--- config.mk ---
export PLATFORM = sky130hd
export DESIGN_NAME = psr_shift
export DESIGN_NICKNAME = d
export VERILOG_FILES = /design/src/psr_pkg.sv /design/src/psr_fifo.sv /design/src/psr_shift.sv
export SDC_FILE = /design/constraint.sdc
export NUM_CORES = 1
export LEC_CHECK = 0
export BUFFER_PORTS_ARGS = -buffer_cell sky130_fd_sc_hd__buf_2
export CORE_ASPECT_RATIO = 0.6
export CORE_UTILIZATION = 55
export CTS_CLUSTER_DIAMETER = 200
export DETAILED_ROUTE_END_ITERATION = 7
export HOLD_SLACK_MARGIN = 0.08
export PLACE_DENSITY = 0.83
export SYNTH_ARGS = -nofsm -noshare
export SYNTH_HDL_FRONTEND = slang
export SYNTH_SLANG_ARGS = --single-unit
export TNS_END_PERCENT = 1
--- constraint.sdc ---
create_clock -name pclk -period 3.8 [get_ports pclk]
set_input_delay 0.76 -clock pclk [delete_from_list [all_inputs] [get_ports pclk]]
set_output_delay 0.76 -clock pclk [all_outputs]
set_load 0.01 [all_outputs]
--- src/psr_pkg.sv ---
// Constants and types shared by the serial shift register block
package psr_pkg;

    // ------------------------------------------------------------
    // Sizes
    // ------------------------------------------------------------
    localparam int PSR_STAGES     = 8;   // Stages in the chain
    localparam int PSR_FIFO_DEPTH = 16;  // Snapshot FIFO words
    localparam int PSR_AW         = 12;  // APB address width

    // ------------------------------------------------------------
    // Register offsets (byte addresses)
    // ------------------------------------------------------------
    localparam logic [PSR_AW-1:0] PSR_OFS_CTRL   = 12'h000;
    localparam logic [PSR_AW-1:0] PSR_OFS_STATUS = 12'h004;
    localparam logic [PSR_AW-1:0] PSR_OFS_DATA   = 12'h008;

    // ------------------------------------------------------------
    // Field positions
    // ------------------------------------------------------------
    localparam int PSR_CTRL_CAP_BIT   = 0;   // Capture snapshots into FIFO
    localparam int PSR_CTRL_INH_BIT   = 1;   // Software clock inhibit
    localparam int PSR_STAT_STAGE_LSB = 0;   // Stage contents
    localparam int PSR_STAT_LEVEL_LSB = 8;   // FIFO fill level, 5 bits
    localparam int PSR_STAT_FULL_BIT  = 16;  // FIFO full
    localparam int PSR_STAT_STALL_BIT = 17;  // Sticky: edge held off by full FIFO
    localparam int PSR_DATA_VALID_BIT = 8;   // Head word valid

    // ------------------------------------------------------------
    // Reset values
    // ------------------------------------------------------------
    localparam logic PSR_RST_CAP = 1'b0;
    localparam logic PSR_RST_INH = 1'b0;

    // ------------------------------------------------------------
    // Bus side state, one packed struct
    // ------------------------------------------------------------
    typedef struct packed {
        logic        sclk_prev;  // Shift clock level at last edge
        logic        cap_en;     // Capture enable
        logic        soft_inh;   // Software inhibit
        logic        stall_flag; // Sticky stall flag
        logic        pready;
        logic        pslverr;
        logic [31:0] prdata;
    } psr_state_type;

endpackage : psr_pkg

--- src/psr_fifo.sv ---
// Parameterised synchronous FIFO with valid/ready on both sides
`timescale 1ns/1ps

module psr_fifo
    import psr_pkg::*;
#(
    parameter int WIDTH = PSR_STAGES,
    parameter int DEPTH = PSR_FIFO_DEPTH
) (
    input  wire logic                   pclk,
    input  wire logic                   presetn,
    input  wire logic                   ce,
    input  wire logic                   in_valid,
    output logic                        in_ready,
    input  wire logic [WIDTH-1:0]       in_data,
    output logic                        out_valid,
    input  wire logic                   out_ready,
    output logic [WIDTH-1:0]            out_data,
    output logic [$clog2(DEPTH):0]      level
);

    localparam int PW = $clog2(DEPTH);

    // ------------------------------------------------------------
    // Elaboration checks
    // ------------------------------------------------------------
    if (DEPTH < 2 || (1 << PW) != DEPTH) begin : g_bad_depth
        $error("psr_fifo: DEPTH must be a power of two, at least 2");
    end
    if (WIDTH < 1) begin : g_bad_width
        $error("psr_fifo: WIDTH must be at least 1");
    end

    typedef struct packed {
        logic [PW:0] wptr;
        logic [PW:0] rptr;
    } psr_fifo_ptr_type;

    psr_fifo_ptr_type ptr_r;
    psr_fifo_ptr_type ptr_nxt;
    logic [WIDTH-1:0] mem [DEPTH];
    logic             push;
    logic             pop;

    // ------------------------------------------------------------
    // Flags, from the pointer difference
    // ------------------------------------------------------------
    assign level     = ptr_r.wptr - ptr_r.rptr;
    assign in_ready  = (level != (PW+1)'(DEPTH));  // Honest full
    assign out_valid = (level != '0);
    assign out_data  = mem[ptr_r.rptr[PW-1:0]];
    assign push      = ce & in_valid & in_ready;
    assign pop       = ce & out_valid & out_ready;

    // Pointer update
    always_comb begin
        ptr_nxt = ptr_r;
        if (push) begin
            ptr_nxt.wptr = ptr_r.wptr + 1'b1;
        end
        if (pop) begin
            ptr_nxt.rptr = ptr_r.rptr + 1'b1;
        end
    end

    // Storage has no reset; empty flag hides stale words
    always_ff @(posedge pclk) begin
        if (push) begin
            mem[ptr_r.wptr[PW-1:0]] <= in_data;
        end
    end

    always_ff @(posedge pclk or negedge presetn) begin
        if (!presetn) begin
            ptr_r <= '0;
        end else begin
            ptr_r <= ptr_nxt;
        end
    end

endmodule // psr_fifo

--- src/psr_shift.sv ---
// Eight-stage parallel-in/serial-out shift register with APB status access
//
// How it works
// - Mode high: qualified edge shifts, serial input enters first stage.
// - Mode low: qualified edge loads all stages in parallel, serial ignored.
// - Parallel bit 0 feeds first stage; top bit feeds last stage.
// - Shifting: each stage takes neighbour's pre-edge value; output gets stage seven.
// - Only rising shift clock edges act; inhibit high holds all stages.
// - Inhibit low: free-running shift clock edges are honoured unless capture is on and the FIFO is full.
// - Clear low asynchronously zeroes all stages and output, overriding everything.
// - Serial bit reaches serial output after eight qualified shift edges.
`timescale 1ns/1ps

module psr_shift
    import psr_pkg::*;
#(
    parameter int STAGES     = PSR_STAGES,
    parameter int FIFO_DEPTH = PSR_FIFO_DEPTH
) (
    input  wire logic              pclk,
    input  wire logic              presetn,
    input  wire logic              ce,
    // APB slave
    input  wire logic              psel,
    input  wire logic              penable,
    input  wire logic              pwrite,
    input  wire logic [PSR_AW-1:0] paddr,
    input  wire logic [31:0]       pwdata,
    output logic [31:0]            prdata,
    output logic                   pready,
    output logic                   pslverr,
    // Shift register pins
    input  wire logic              clear_n,
    input  wire logic              mode,
    input  wire logic              shift_clk,
    input  wire logic              clk_inhibit,
    input  wire logic              ser_in,
    input  wire logic [STAGES-1:0] par_in,
    output logic                   ser_out
);

    localparam int LW = $clog2(FIFO_DEPTH) + 1;

    // ------------------------------------------------------------
    // Elaboration checks
    // ------------------------------------------------------------
    if (STAGES < 2 || STAGES > PSR_STAT_LEVEL_LSB) begin : g_bad_stages
        $error("psr_shift: STAGES must lie between 2 and 8");
    end
    if (LW > PSR_STAT_FULL_BIT - PSR_STAT_LEVEL_LSB) begin : g_bad_depth
        $error("psr_shift: FIFO_DEPTH too large for the status field");
    end

    // ------------------------------------------------------------
    // Declarations
    // ------------------------------------------------------------
    psr_state_type     st_r;
    psr_state_type     st_nxt;
    logic [STAGES-1:0] stage_r;
    logic [STAGES-1:0] stage_nxt;
    logic              shf_rst_n;
    logic              sclk_rise;
    logic              edge_ok;
    logic              step;
    logic              fifo_in_valid;
    logic              fifo_in_ready;
    logic              fifo_out_valid;
    logic              fifo_out_ready;
    logic [STAGES-1:0] fifo_out_data;
    logic [LW-1:0]     fifo_level;
    logic              acc;
    logic              done;
    logic              rd_pop;

    // ------------------------------------------------------------
    // Shift clock qualification
    // ------------------------------------------------------------
    // Shift clock is sampled on pclk, so a rise is a low-to-high
    // change between two samples; no gate ever sits on a clock net.
    assign sclk_rise = shift_clk & ~st_r.sclk_prev;
    // Either inhibit source high blocks the edge, pin or software
    assign edge_ok   = sclk_rise & ~clk_inhibit & ~st_r.soft_inh;
    // A full FIFO holds the edge off instead of losing a snapshot;
    // the edge is gone, not delayed, so the stall flag reports it.
    assign step      = edge_ok & (~st_r.cap_en | fifo_in_ready);

    // ------------------------------------------------------------
    // Next stage values, one slice per bit
    // ------------------------------------------------------------
    for (genvar gi = 0; gi < STAGES; gi++) begin : g_stage
        if (gi == 0) begin : g_first
            // First stage takes serial input or parallel bit 0
            assign stage_nxt[gi] = mode ? ser_in : par_in[gi];
        end else begin : g_rest
            // Later stages take the neighbour's pre-edge value or their own parallel bit
            assign stage_nxt[gi] = mode ? stage_r[gi-1] : par_in[gi];
        end
    end

    // ------------------------------------------------------------
    // Stage flops
    // ------------------------------------------------------------
    // Clear acts without the clock and wins over every input; it
    // shares the async path with the bus reset.
    assign shf_rst_n = presetn & clear_n;

    always_ff @(posedge pclk or negedge shf_rst_n) begin
        if (!shf_rst_n) begin
            stage_r <= '0;
        end else if (ce && step) begin
            stage_r <= stage_nxt;
        end
    end

    // Output is the last stage flop directly
    assign ser_out = stage_r[STAGES-1];

    // ------------------------------------------------------------
    // Snapshot FIFO
    // ------------------------------------------------------------
    // Each accepted edge in capture mode pushes the chain as it stands after the edge.
    // Nothing is pushed while clear is held, as the chain stays zero.
    assign fifo_in_valid  = edge_ok & st_r.cap_en & clear_n;
    assign fifo_out_ready = rd_pop;

    psr_fifo #(
        .WIDTH (STAGES),
        .DEPTH (FIFO_DEPTH)
    ) u_fifo (
        .pclk      (pclk),
        .presetn   (presetn),
        .ce        (ce),
        .in_valid  (fifo_in_valid),
        .in_ready  (fifo_in_ready),
        .in_data   (stage_nxt),
        .out_valid (fifo_out_valid),
        .out_ready (fifo_out_ready),
        .out_data  (fifo_out_data),
        .level     (fifo_level)
    );

    // ------------------------------------------------------------
    // APB phase decode
    // ------------------------------------------------------------
    // pready rises in the second access cycle, so every transfer
    // has one wait state; the effect lands on the completing edge.
    assign acc    = psel & penable;
    assign done   = acc & st_r.pready;
    assign rd_pop = done & ~pwrite & (paddr == PSR_OFS_DATA) & fifo_out_valid;

    // ------------------------------------------------------------
    // Bus side next state
    // ------------------------------------------------------------
    always_comb begin
        st_nxt           = st_r;
        st_nxt.sclk_prev = shift_clk;
        st_nxt.pready    = acc & ~st_r.pready;

        // Read data and error are prepared the cycle before pready
        if (acc && !st_r.pready) begin
            st_nxt.pslverr = 1'b0;
            st_nxt.prdata  = '0;
            unique case (paddr)
                PSR_OFS_CTRL: begin
                    st_nxt.prdata[PSR_CTRL_CAP_BIT] = st_r.cap_en;
                    st_nxt.prdata[PSR_CTRL_INH_BIT] = st_r.soft_inh;
                end
                PSR_OFS_STATUS: begin
                    st_nxt.prdata[PSR_STAT_STAGE_LSB +: STAGES] = stage_r;
                    st_nxt.prdata[PSR_STAT_LEVEL_LSB +: LW]     = fifo_level;
                    st_nxt.prdata[PSR_STAT_FULL_BIT]            = ~fifo_in_ready;
                    st_nxt.prdata[PSR_STAT_STALL_BIT]           = st_r.stall_flag;
                end
                PSR_OFS_DATA: begin
                    // Storage has no reset, so an empty head reads as zero, never stale or unknown
                    st_nxt.prdata[0 +: STAGES]          = fifo_out_valid ? fifo_out_data : '0;
                    st_nxt.prdata[PSR_DATA_VALID_BIT]   = fifo_out_valid;
                end
                default: begin
                    st_nxt.pslverr = 1'b1;  // Unmapped address
                end
            endcase
            // Writes to the data word are refused
            if (pwrite && paddr == PSR_OFS_DATA) begin
                st_nxt.pslverr = 1'b1;
            end
        end else if (done) begin
            st_nxt.pslverr = 1'b0;
            st_nxt.prdata  = '0;
        end

        // Register writes take effect on the completing edge
        if (done && pwrite) begin
            if (paddr == PSR_OFS_CTRL) begin
                st_nxt.cap_en   = pwdata[PSR_CTRL_CAP_BIT];
                st_nxt.soft_inh = pwdata[PSR_CTRL_INH_BIT];
            end
            if (paddr == PSR_OFS_STATUS && pwdata[PSR_STAT_STALL_BIT]) begin
                st_nxt.stall_flag = 1'b0;  // Write one to clear
            end
        end

        // A held-off edge sets the flag; set wins over a clear
        if (edge_ok && st_r.cap_en && !fifo_in_ready) begin
            st_nxt.stall_flag = 1'b1;
        end
    end

    // ------------------------------------------------------------
    // Bus side state register, frozen while ce is low
    // ------------------------------------------------------------
    always_ff @(posedge pclk or negedge presetn) begin
        if (!presetn) begin
            st_r            <= '0;
            st_r.cap_en     <= PSR_RST_CAP;
            st_r.soft_inh   <= PSR_RST_INH;
        end else if (ce) begin
            st_r <= st_nxt;
        end
    end

    // Bus outputs come straight from the state flops
    assign prdata  = st_r.prdata;
    assign pready  = st_r.pready;
    assign pslverr = st_r.pslverr;

endmodule // psr_shift

==> results of run 1 <==
per-layer routing:
layer,global-route usage [%],routed length (µm)
met1,35.08,6794
met3,6.030,1381
met2,36.71,7228
met4,7.492,219
met5,0,0
stage by stage:
| stage | util (%) | hold slack, ps |
|---|---|---|
| 2_1_floorplan | - | 449.8 |
| 3_3_place_gp | 59.42 | 458.6 |
| 3_5_place_dp | 59.42 | 469.8 |
| 4_1_cts | 64.24 | 412.7 |
| 5_1_grt | 64.24 | 454.8 |
| 6_report | 64.24 | 391.0 |
cell usage in the layout, fill, tap and decap left out, types with 6 or more instances in the layout:
| cell type | count |
|---|---|
| edfxtp_1 | 128 |
| nand2_1 | 54 |
| buf_2 | 51 |
| dfrtp_1 | 38 |
| mux4_2 | 32 |
| buf_4 | 22 |
| mux2_2 | 21 |
| nor2_1 | 20 |
| clkbuf_16 | 20 |
| a21oi_1 | 19 |
| conb_1 | 17 |
| o21ai_0 | 10 |
| xnor2_1 | 9 |
| nand3_1 | 9 |
| nand4_1 | 9 |
| ha_1 | 9 |
| inv_1 | 7 |
| a22oi_1 | 6 |
cell usage after synthesis:
| master | number | area [µm²] |
|---|---|---|
| edfxtp_1 | 128 | 3844 |
| nand2_1 | 54 | 202.7 |
| dfrtp_1 | 39 | 975.9 |
| buf_4 | 33 | 247.7 |
| mux4_2 | 32 | 720.7 |
| mux2_2 | 21 | 236.5 |
| nor2_1 | 20 | 75.07 |
| a21oi_1 | 19 | 95.09 |
| clkbuf_1 | 16 | 60.06 |
| o21ai_0 | 10 | 50.05 |
| ha_1 | 9 | 112.6 |
| nand3_1 | 9 | 45.04 |
| nand4_1 | 9 | 56.30 |
| xnor2_1 | 9 | 78.83 |
| inv_1 | 7 | 26.28 |
| a22oi_1 | 6 | 45.04 |
| buf_2 | 4 | 20.02 |
| nor3_1 | 4 | 20.02 |
| nor3b_1 | 4 | 30.03 |
| mux2i_1 | 3 | 30.03 |
| o31ai_1 | 3 | 22.52 |
| xor2_1 | 3 | 26.28 |
| a22o_1 | 2 | 17.52 |
| and2_1 | 2 | 12.51 |
| and3_1 | 2 | 12.51 |
| nand2b_1 | 2 | 12.51 |
| nand3b_1 | 2 | 15.01 |
| nor4_1 | 2 | 12.51 |
| o221ai_1 | 2 | 17.52 |
| a211oi_2 | 1 | 12.51 |
| a21o_1 | 1 | 7.510 |
| and4_1 | 1 | 8.760 |
| and4b_1 | 1 | 10.01 |
| conb_1 | 1 | 3.750 |
| fa_1 | 1 | 20.02 |
| nor3_2 | 1 | 10.01 |
| nor4bb_1 | 1 | 10.01 |
| o211ai_1 | 1 | 7.510 |
| o211ai_4 | 1 | 21.27 |
| o21a_1 | 1 | 7.510 |
| o21ai_4 | 1 | 16.27 |
| o22ai_1 | 1 | 6.260 |
| or3b_1 | 1 | 8.760 |
state kept, by name, indices dropped and copies added, names as in the netlist:
register,flops
pslverr,1
pready,1
u_fifo.ptr_r,10
prdata,15
st_r,4
u_fifo.mem,128
stage_r,8
layout make-up:
cell class	instances	area, µm²
clock buffer	26	570.5
clock inverter	6	48.80
fill	853	4596
inverter	7	26.28
multi-input combinational	259	2157
sequential	167	4821
tap	170	212.7
timing repair buffer	73	420.4
path summary, 6_finish.rpt:
check | startpoint | end | cells past startpoint
setup / recovery | u_fifo.ptr_r[5] | u_fifo.mem[3][6] | 10
hold / removal | presetn | st_r[37] | 1
max in group asynchronous | presetn | stage_r[2] | 2
min in group pclk | prdata[11] | prdata[11] | 2
hold reg to reg | prdata[11] | prdata[11] | 2
setup reg to reg | u_fifo.ptr_r[5] | u_fifo.mem[3][6] | 10
cell families (layout without fill, tap and decap cells):
logic type,after synthesis,count (layout)
flip-flops,167,167
adder cells (fa/ha/maj),10,10
buffers and inverters,60,112
XOR/XNOR,12,12
multiplexers,56,56
other,1,17
AND/OR/NAND/NOR,115,115
AO/OA/AOI/OAI,49,49
power by group:
| part | switching (µW) | internal (µW) |
|---|---|---|
| Combinational | 159 | 66.9 |
| Sequential | 32.7 | 2090 |
| Clock | 692 | 1050 |
==> results.toml, run 1 <==
[sta]
setup_ws_ps = 582.7
rsz0062_at_grt = "no"
fmax_ghz = 0.3108
setup_viol = 0
min_period_ps = 3217
fin_crit_sh_pct = 84.67
setup_tns_ps = 0
finalHoldViolCount = 0
finClkSkew_ps = 10.74
slew_headroom_pct = 50.53
tightestPinTransition_ps = 742.0
drv_slew = 0

[floorplanning]
num_io_pins = 98
initial_core_util_pct = 56.57
dieArea_um2 = 13700
core-area_um2 = 12850
die_w_um = 150.4
dieHeight_um = 91.06
row_count = 32

[hold_path]
hp-class = "in2async"

[routing]
post-route-drc-count = 0
wl_um = 15620
drt-initial-drc-count = 457
ant_nets = 0
wire_per_inst_um = 22.07
dr_total_vias = 4279
viasPerCell = 6.044
firstDrtPassIters = 5

[clock_tree]
cts_tree = "done"
cts_hold_buf = 0
clkLatencyLatePin_ps = 420
cts_resized = 0
cts-buffers-inserted = 17
htreeDepth = 4
cts_setup_buffers = 0
clock-sinks = 167
root_buffer = "clkbuf_16"
clock_path_buffers = 2
clkTransAtPathRegs_ps = 70

[yosys]
synth_top_family_by_area = "multiplexers"
muxShareOfSynthArea_pct = 13.58
synthSimpleGateAreaFrac_pct = 7.451
synth-xor-area-share_pct = 1.446
seq_area_frac_synth_pct = 66.29
synth_fa_ha_area_share_pct = 1.824
avgSynthCellArea_um2 = 15.47
synth_compound_area_share_pct = 4.491
synth_area_um2 = 7271
ys.warnings.count = 0
synthCells = 470
netlist-cell-type-count = 43
ys_seq_elements = 167

[grt]
antenna_found_initial = 0
grt_pass1_vias = 4354
grt_usage_pct = 24.36
overflow = 0
grt_pass1_wl_um = 23960
grt_max_degree = 36

[placement]
dp.cells = 676
portBuffers = 51
dpl_cell_area_um2 = 7637
place.gp.congestion = 0.8280
dp.final_hpwl_um = 10330
dp_slack_ps = 665.4

[finish]
final_area_um2 = 8257
drive_gt1_share_pct = 30.30
stdcell_count = 708
area_growth_syn_to_layout_pct = 13.56
fin_nets = 598
diodes = 0

[setup_path]
cp_max_fo = 10
critPathLaunchType = "register"
r2r_slack_ps = 580
worstSetupPathType = "reg2reg"
worstPathRequired_ps = 3920
slowest_stage = "fa_1"
path_buf_inv = 3
end_kind = "register"
slowest_delay_ps = 580
cp_top_family = "simple AND/OR/NAND/NOR gates"
crit_chain = "inv_1 > ha_1 > inv_1 > fa_1 > nor3b_1 > and4_1 > o211ai_4 > nand4_1 > nor3_1 > buf_4"
cp.arrival_ps = 3330
crit_top_cell = "inv_1"

[run]
drv_cap = 0

[power]
p_total_uw = 4082
p_per_area_nw_per_um2 = 494.4
leakage_uw = 0.003058
peakVddDrop_mv = 0.3319

[status]
status = "finished, final reports clean"
Note: power is estimated with default switching activity, not from simulation.
==> run 2: changes to the inputs <==
CORE_UTILIZATION = 52   (was 55)
PLACE_DENSITY = 0.82   (was 0.83)
clock period = 2.92 ns   (was 3.8 ns; I/O delays follow)
==> run 2 against run 1 <==
  * Global-route usage grew 0.41 points
  * Register-to-register slack worse by 560 ps
  * First-iteration DRC count is 20% higher
  * Clock skew is essentially flat
  * Fmax is 11% higher
  * Critical path depth is the same
  * Sequential cell count stayed put
==> results.toml, run 2 (synthesis gave the netlist of run 1 again) <==
[power]
pwr-share-clk_pct = 43.7
p_int_uw = 4248
switching_share_pct = 22.04
netSwitchingPower_uw = 1201
seq_power_share_pct = 50.6
peakVddDrop_mv = 0.3933
p_total_uw = 5448
combPwrFrac_pct = 5.8
p_per_area_nw_per_um2 = 644.8
leakage_uw = 0.003114

[floorplanning]
dieHeight_um = 93.60
initial_core_util_pct = 53.20
num_io_pins = 98
die_w_um = 154.7
row_count = 33
dieArea_um2 = 14470
core-area_um2 = 13670

[grt]
grt_usage_pct = 24.78
grt_max_degree = 36
antenna_found_initial = 0
overflow = 0
grt_use_met1_pct = 36.16
busiest_layer = "met1"
grt_pass1_vias = 4338
grt_pass1_wl_um = 25460
grt_use_met2_pct = 35.86
met3_usage_pct = 6.951

[setup_path]
worstSetupPathType = "reg2reg"
worstPathRequired_ps = 3050
cp.arrival_ps = 3030
endpoint = "u_fifo.mem[1][7]"
crit_top_cell = "inv_2"
cp.depth = 10
crit_chain = "inv_2 > ha_4 > inv_2 > fa_2 > nand3b_1 > a211oi_2 > o211ai_4 > nand4_1 > nor3_2 > buf_4"
r2r_slack_ps = 20
r2r-start = "u_fifo.ptr_r[5]"
critPathLaunchType = "register"
crit_path_start = "u_fifo.ptr_r[5]"
r2r_end = "u_fifo.mem[1][7]"
path_buf_inv = 3
end_kind = "register"
slowest_delay_ps = 620
cp_max_fo = 8
worst-r2r-cell-count = 10
cp_top_family = "adder cells"
slowest_stage = "fa_2"

[routing]
wire_per_inst_um = 22.76
wl_um = 16820
viasPerCell = 5.977
firstDrtPassIters = 7
drt-initial-drc-count = 550
ant_nets = 0
dr_total_vias = 4417
post-route-drc-count = 0

[finish]
fin_nets = 607
diodes = 0
largest_reg_flops = 128
layout_common_cells = "edfxtp_1, nand2_1, buf_2"
area_growth_syn_to_layout_pct = 16.21
final_common_cell = "edfxtp_1"
stdcell_count = 739
drive_gt1_share_pct = 33.64
final_area_um2 = 8449
fin_util_pct = 61.82

[sta]
hold_slack_ps = 326.7
fmax_ghz = 0.3447
drv_slew = 0
rsz0062_at_grt = "yes"
setup_viol = 0
fin_crit_sh_pct = 99.35
slew_headroom_pct = 52.40
min_period_ps = 2901
tightestPinTransition_ps = 712.5
finClkSkew_ps = 10.75
finalHoldViolCount = 0

[clock_tree]
clock-sinks = 167
clkLatencyLatePin_ps = 420
clock_path_buffers = 2
clkTransAtPathRegs_ps = 70
cts_tree = "done"
root_buffer = "clkbuf_16"
cts-buffers-inserted = 17
htreeDepth = 4
cts_setup_buffers = 0

[placement]
portBuffers = 51
place.gp.congestion = 0.8447
dp.final_hpwl_um = 11130
dpl_cell_area_um2 = 7794
dp.cells = 706

[run]
drv_cap = 0

[hold_path]
hp-class = "in2async"

[status]
status = "finished, final reports clean"
## run 2: cell count changes in the layout (fill, tap and decap cells not counted), sizes merged
| cell | before | now |
|---|---|---|
| buf | 73 | 81 |
| bufinv | 0 | 4 |
| clkbuf | 26 | 19 |
| clkinv | 3 | 2 |
| clkinvlp | 1 | 2 |
| dlygate4sd3 | 0 | 1 |
| inv | 9 | 12 |
## run 2: power groups by stage
stage | Clock (µW) | Combinational [µW] | Sequential [µW]
2_1_floorplan | 0 | 176 | 2790
3_3_place_gp | 0 | 277 | 2800
3_5_place_dp | 0 | 307 | 2800
4_1_cts | 2400 | 309 | 2750
5_1_grt | 2490 | 335 | 2760
6_report | 2380 | 314 | 2760
## run 2: timing repair
action,4_1_cts,5_1_grt
endpoints found under the hold margin,12,0
resized for setup,0,6
endpoints found under the setup margin,0,43
hold buffers,1,0
## run 2: worst min-delay path by stage
stage,start,to,cells past startpoint
floorplan,presetn,prdata[0],0
global placement,pslverr,pslverr,2
detailed placement,prdata[16],prdata[16],2
CTS,clear_n,stage_r[0],2
global route,clear_n,stage_r[0],2
finish,clear_n,stage_r[4],2
## run 2: worst reg2reg max path: cells and delay by family, from the launching register on
| kind | cells | cell delay, ps |
|---|---|---|
| buffers and inverters | 3 | 340 |
| adders and majority gates | 2 | 770 |
| and+or+nand+nor | 3 | 730 |
| AOI/OAI and AO/OA | 2 | 380 |
| DFF | 1 | 390 |
## run 2: cell type report
class	count	area, µm²
fill	964	5218
sequential	167	4821
multi-input combinational	259	2233
timing repair buffer	82	501.7
clock buffer	19	432.9
tap	192	240.2
clock inverter	13	191.4
inverter	7	28.78
## run 2: stage by stage
step,TNS (ps),setup slack (ps)
after floorplan,0,2.203
after global placement,0,115.0
after detailed placement,0,55.27
after CTS,0,17.53
after global routing,-156.0,-18.99
final,0,19.00
## run 2: metal layers
layer	part of all wire [%]	wire, µm	vias up
li1	-	-	1857
met1	44	7348	2266
met2	45	7492	264
met3	10	1677	30
met4	1.8	303	0
met5	0	0	-
==> run 3: changes to the inputs <==
CORE_MARGIN = 2   (was default)
==> run 3 against run 2 <==
  * Hold slack is essentially flat
  * Largest power group unchanged
  * Combinational power shrank 2%
  * Global-route usage shrank 2.0 points
==> results.toml, run 3 (synthesis gave the netlist of run 1 again) <==
[routing]
ant_nets = 0
highest_layer = "met4"
wire_per_inst_um = 22.01
wl_um = 16370
dr_total_vias = 4333
drt-met1-wl_um = 7195
post-route-drc-count = 0
viasPerCell = 5.824
met3_length_um = 1671
wl_met2_um = 7424
drt-initial-drc-count = 472
firstDrtPassIters = 5

[setup_path]
cp_max_fo = 8
r2r_end = "u_fifo.mem[0][6]"
r2r_slack_ps = 20
critPathLaunchType = "register"
worstPathRequired_ps = 3050
worst-r2r-cell-count = 11
r2r-start = "u_fifo.ptr_r[5]"
worstSetupPathType = "reg2reg"
cp.arrival_ps = 3030
end_kind = "register"

[finish]
layout_common_cells = "edfxtp_1, nand2_1, buf_2"
diodes = 0
area_growth_syn_to_layout_pct = 16.59
final_common_cell = "edfxtp_1"
fin_util_pct = 62.03
largest_reg_flops = 128
drive_gt1_share_pct = 34.78
stdcell_count = 744
fin_nets = 612

[power]
p_per_area_nw_per_um2 = 620.2
leakage_uw = 0.003104
peakVddDrop_mv = 0.3986

[floorplanning]
core-area_um2 = 13670
initial_core_util_pct = 53.20
row_count = 33
dieArea_um2 = 14980
die_w_um = 156.7
num_io_pins = 98
dieHeight_um = 95.60

[clock_tree]
clkTransAtPathRegs_ps = 70
cts_tree = "done"
clkLatencyLatePin_ps = 420
cts-buffers-inserted = 17
clock-sinks = 167
htreeDepth = 4
root_buffer = "clkbuf_16"
clock_path_buffers = 2

[sta]
rsz0062_at_grt = "yes"
setup_viol = 0
fmax_ghz = 0.3448
finalHoldViolCount = 0
tightestPinTransition_ps = 689.2
drv_slew = 0
fin_crit_sh_pct = 99.32
finClkSkew_ps = 13.49
min_period_ps = 2900
setup_ws_ps = 19.92
slew_headroom_pct = 54.05

[hold_path]
hp-class = "in2async"

[grt]
grt_usage_pct = 22.82
antenna_found_initial = 0
grt_pass1_vias = 4227
grt_pass1_wl_um = 24210
grt_max_degree = 36
overflow = 0

[placement]
dp_slack_ps = -26.56
dp.cells = 704
place.gp.congestion = 0.8543
dp.final_hpwl_um = 11000
portBuffers = 51

[run]
drv_cap = 0

[status]
status = "finished, final reports clean"
## run 3: area by class of cell
cell class	instances	area (µm²)
well taps	192	240.2
inverters	7	31.28
flip-flops and latches	167	4822
clock inverters	15	152.6
multi-input cells	259	2255
fillers	941	5190
repair buffers	87	550.5
clock buffers	17	425.4
## run 3: routing by layer
layer | vias to the layer above | global-route usage, %
met3 | 11 | 5.864
met2 | 227 | 33.96
met4 | 0 | 5.887
li1 | 1871 | -
met5 | - | 0
met1 | 2224 | 33.89
## run 3: worst max path at each step
stage | from | endpoint | slack (ps) | cells after the start
after floorplan | u_fifo.ptr_r[5] | u_fifo.mem[3][0] | 2 | 9
after global placement | u_fifo.ptr_r[5] | u_fifo.mem[5][3] | -10 | 10
after detailed placement | u_fifo.ptr_r[5] | u_fifo.mem[4][3] | -30 | 10
after CTS | u_fifo.ptr_r[5] | u_fifo.mem[5][6] | 8 | 10
after global routing | u_fifo.ptr_r[5] | u_fifo.mem[0][6] | -80 | 11
final | u_fifo.ptr_r[5] | u_fifo.mem[0][6] | 20 | 11
## run 3: report_power, final
part	switching (µW)	total (µW)	internal [µW]	leakage, µW
logic	219	308	88.8	0.00116
clock network	932	2190	1260	0.000271
registers	44.0	2760	2710	0.00167
total	1190	5260	4060	0.00310
## run 3: critical path, cell delays in order, from the launching register on
cell and delay [ps]:
dfrtp_2 450, inv_4 90, ha_4 140, inv_2 40, fa_2 600, nand3b_1 170, a211oi_4 60, o211ai_4 340
nand4_1 220, buf_4 190, nor3_4 110, buf_6 170
## run 3: stage by stage
stage / hold WS (ps) / area [µm²] / TNS, ps / total power, µW
after floorplan: 288.4 / 7420 / 0 / 2968
after global placement: 458.8 / 7779 / -69.32 / 3074
after detailed placement: 464.4 / 7779 / -274.9 / 3103
after CTS: 302.1 / 8386 / 0 / 5273
after global routing: 338.6 / 8477 / -2299 / 5397
final: 326.6 / 8477 / 0 / 5258
## run 3: timing repair
action | in CTS | in global routing
setup buffers | 2 | 5
endpoints found under the setup margin | 36 | 126
endpoints found under the hold margin | 11 | 0
hold buffers | 1 | 0
pin swaps | 2 | 7
gates resized for setup | 1 | 14
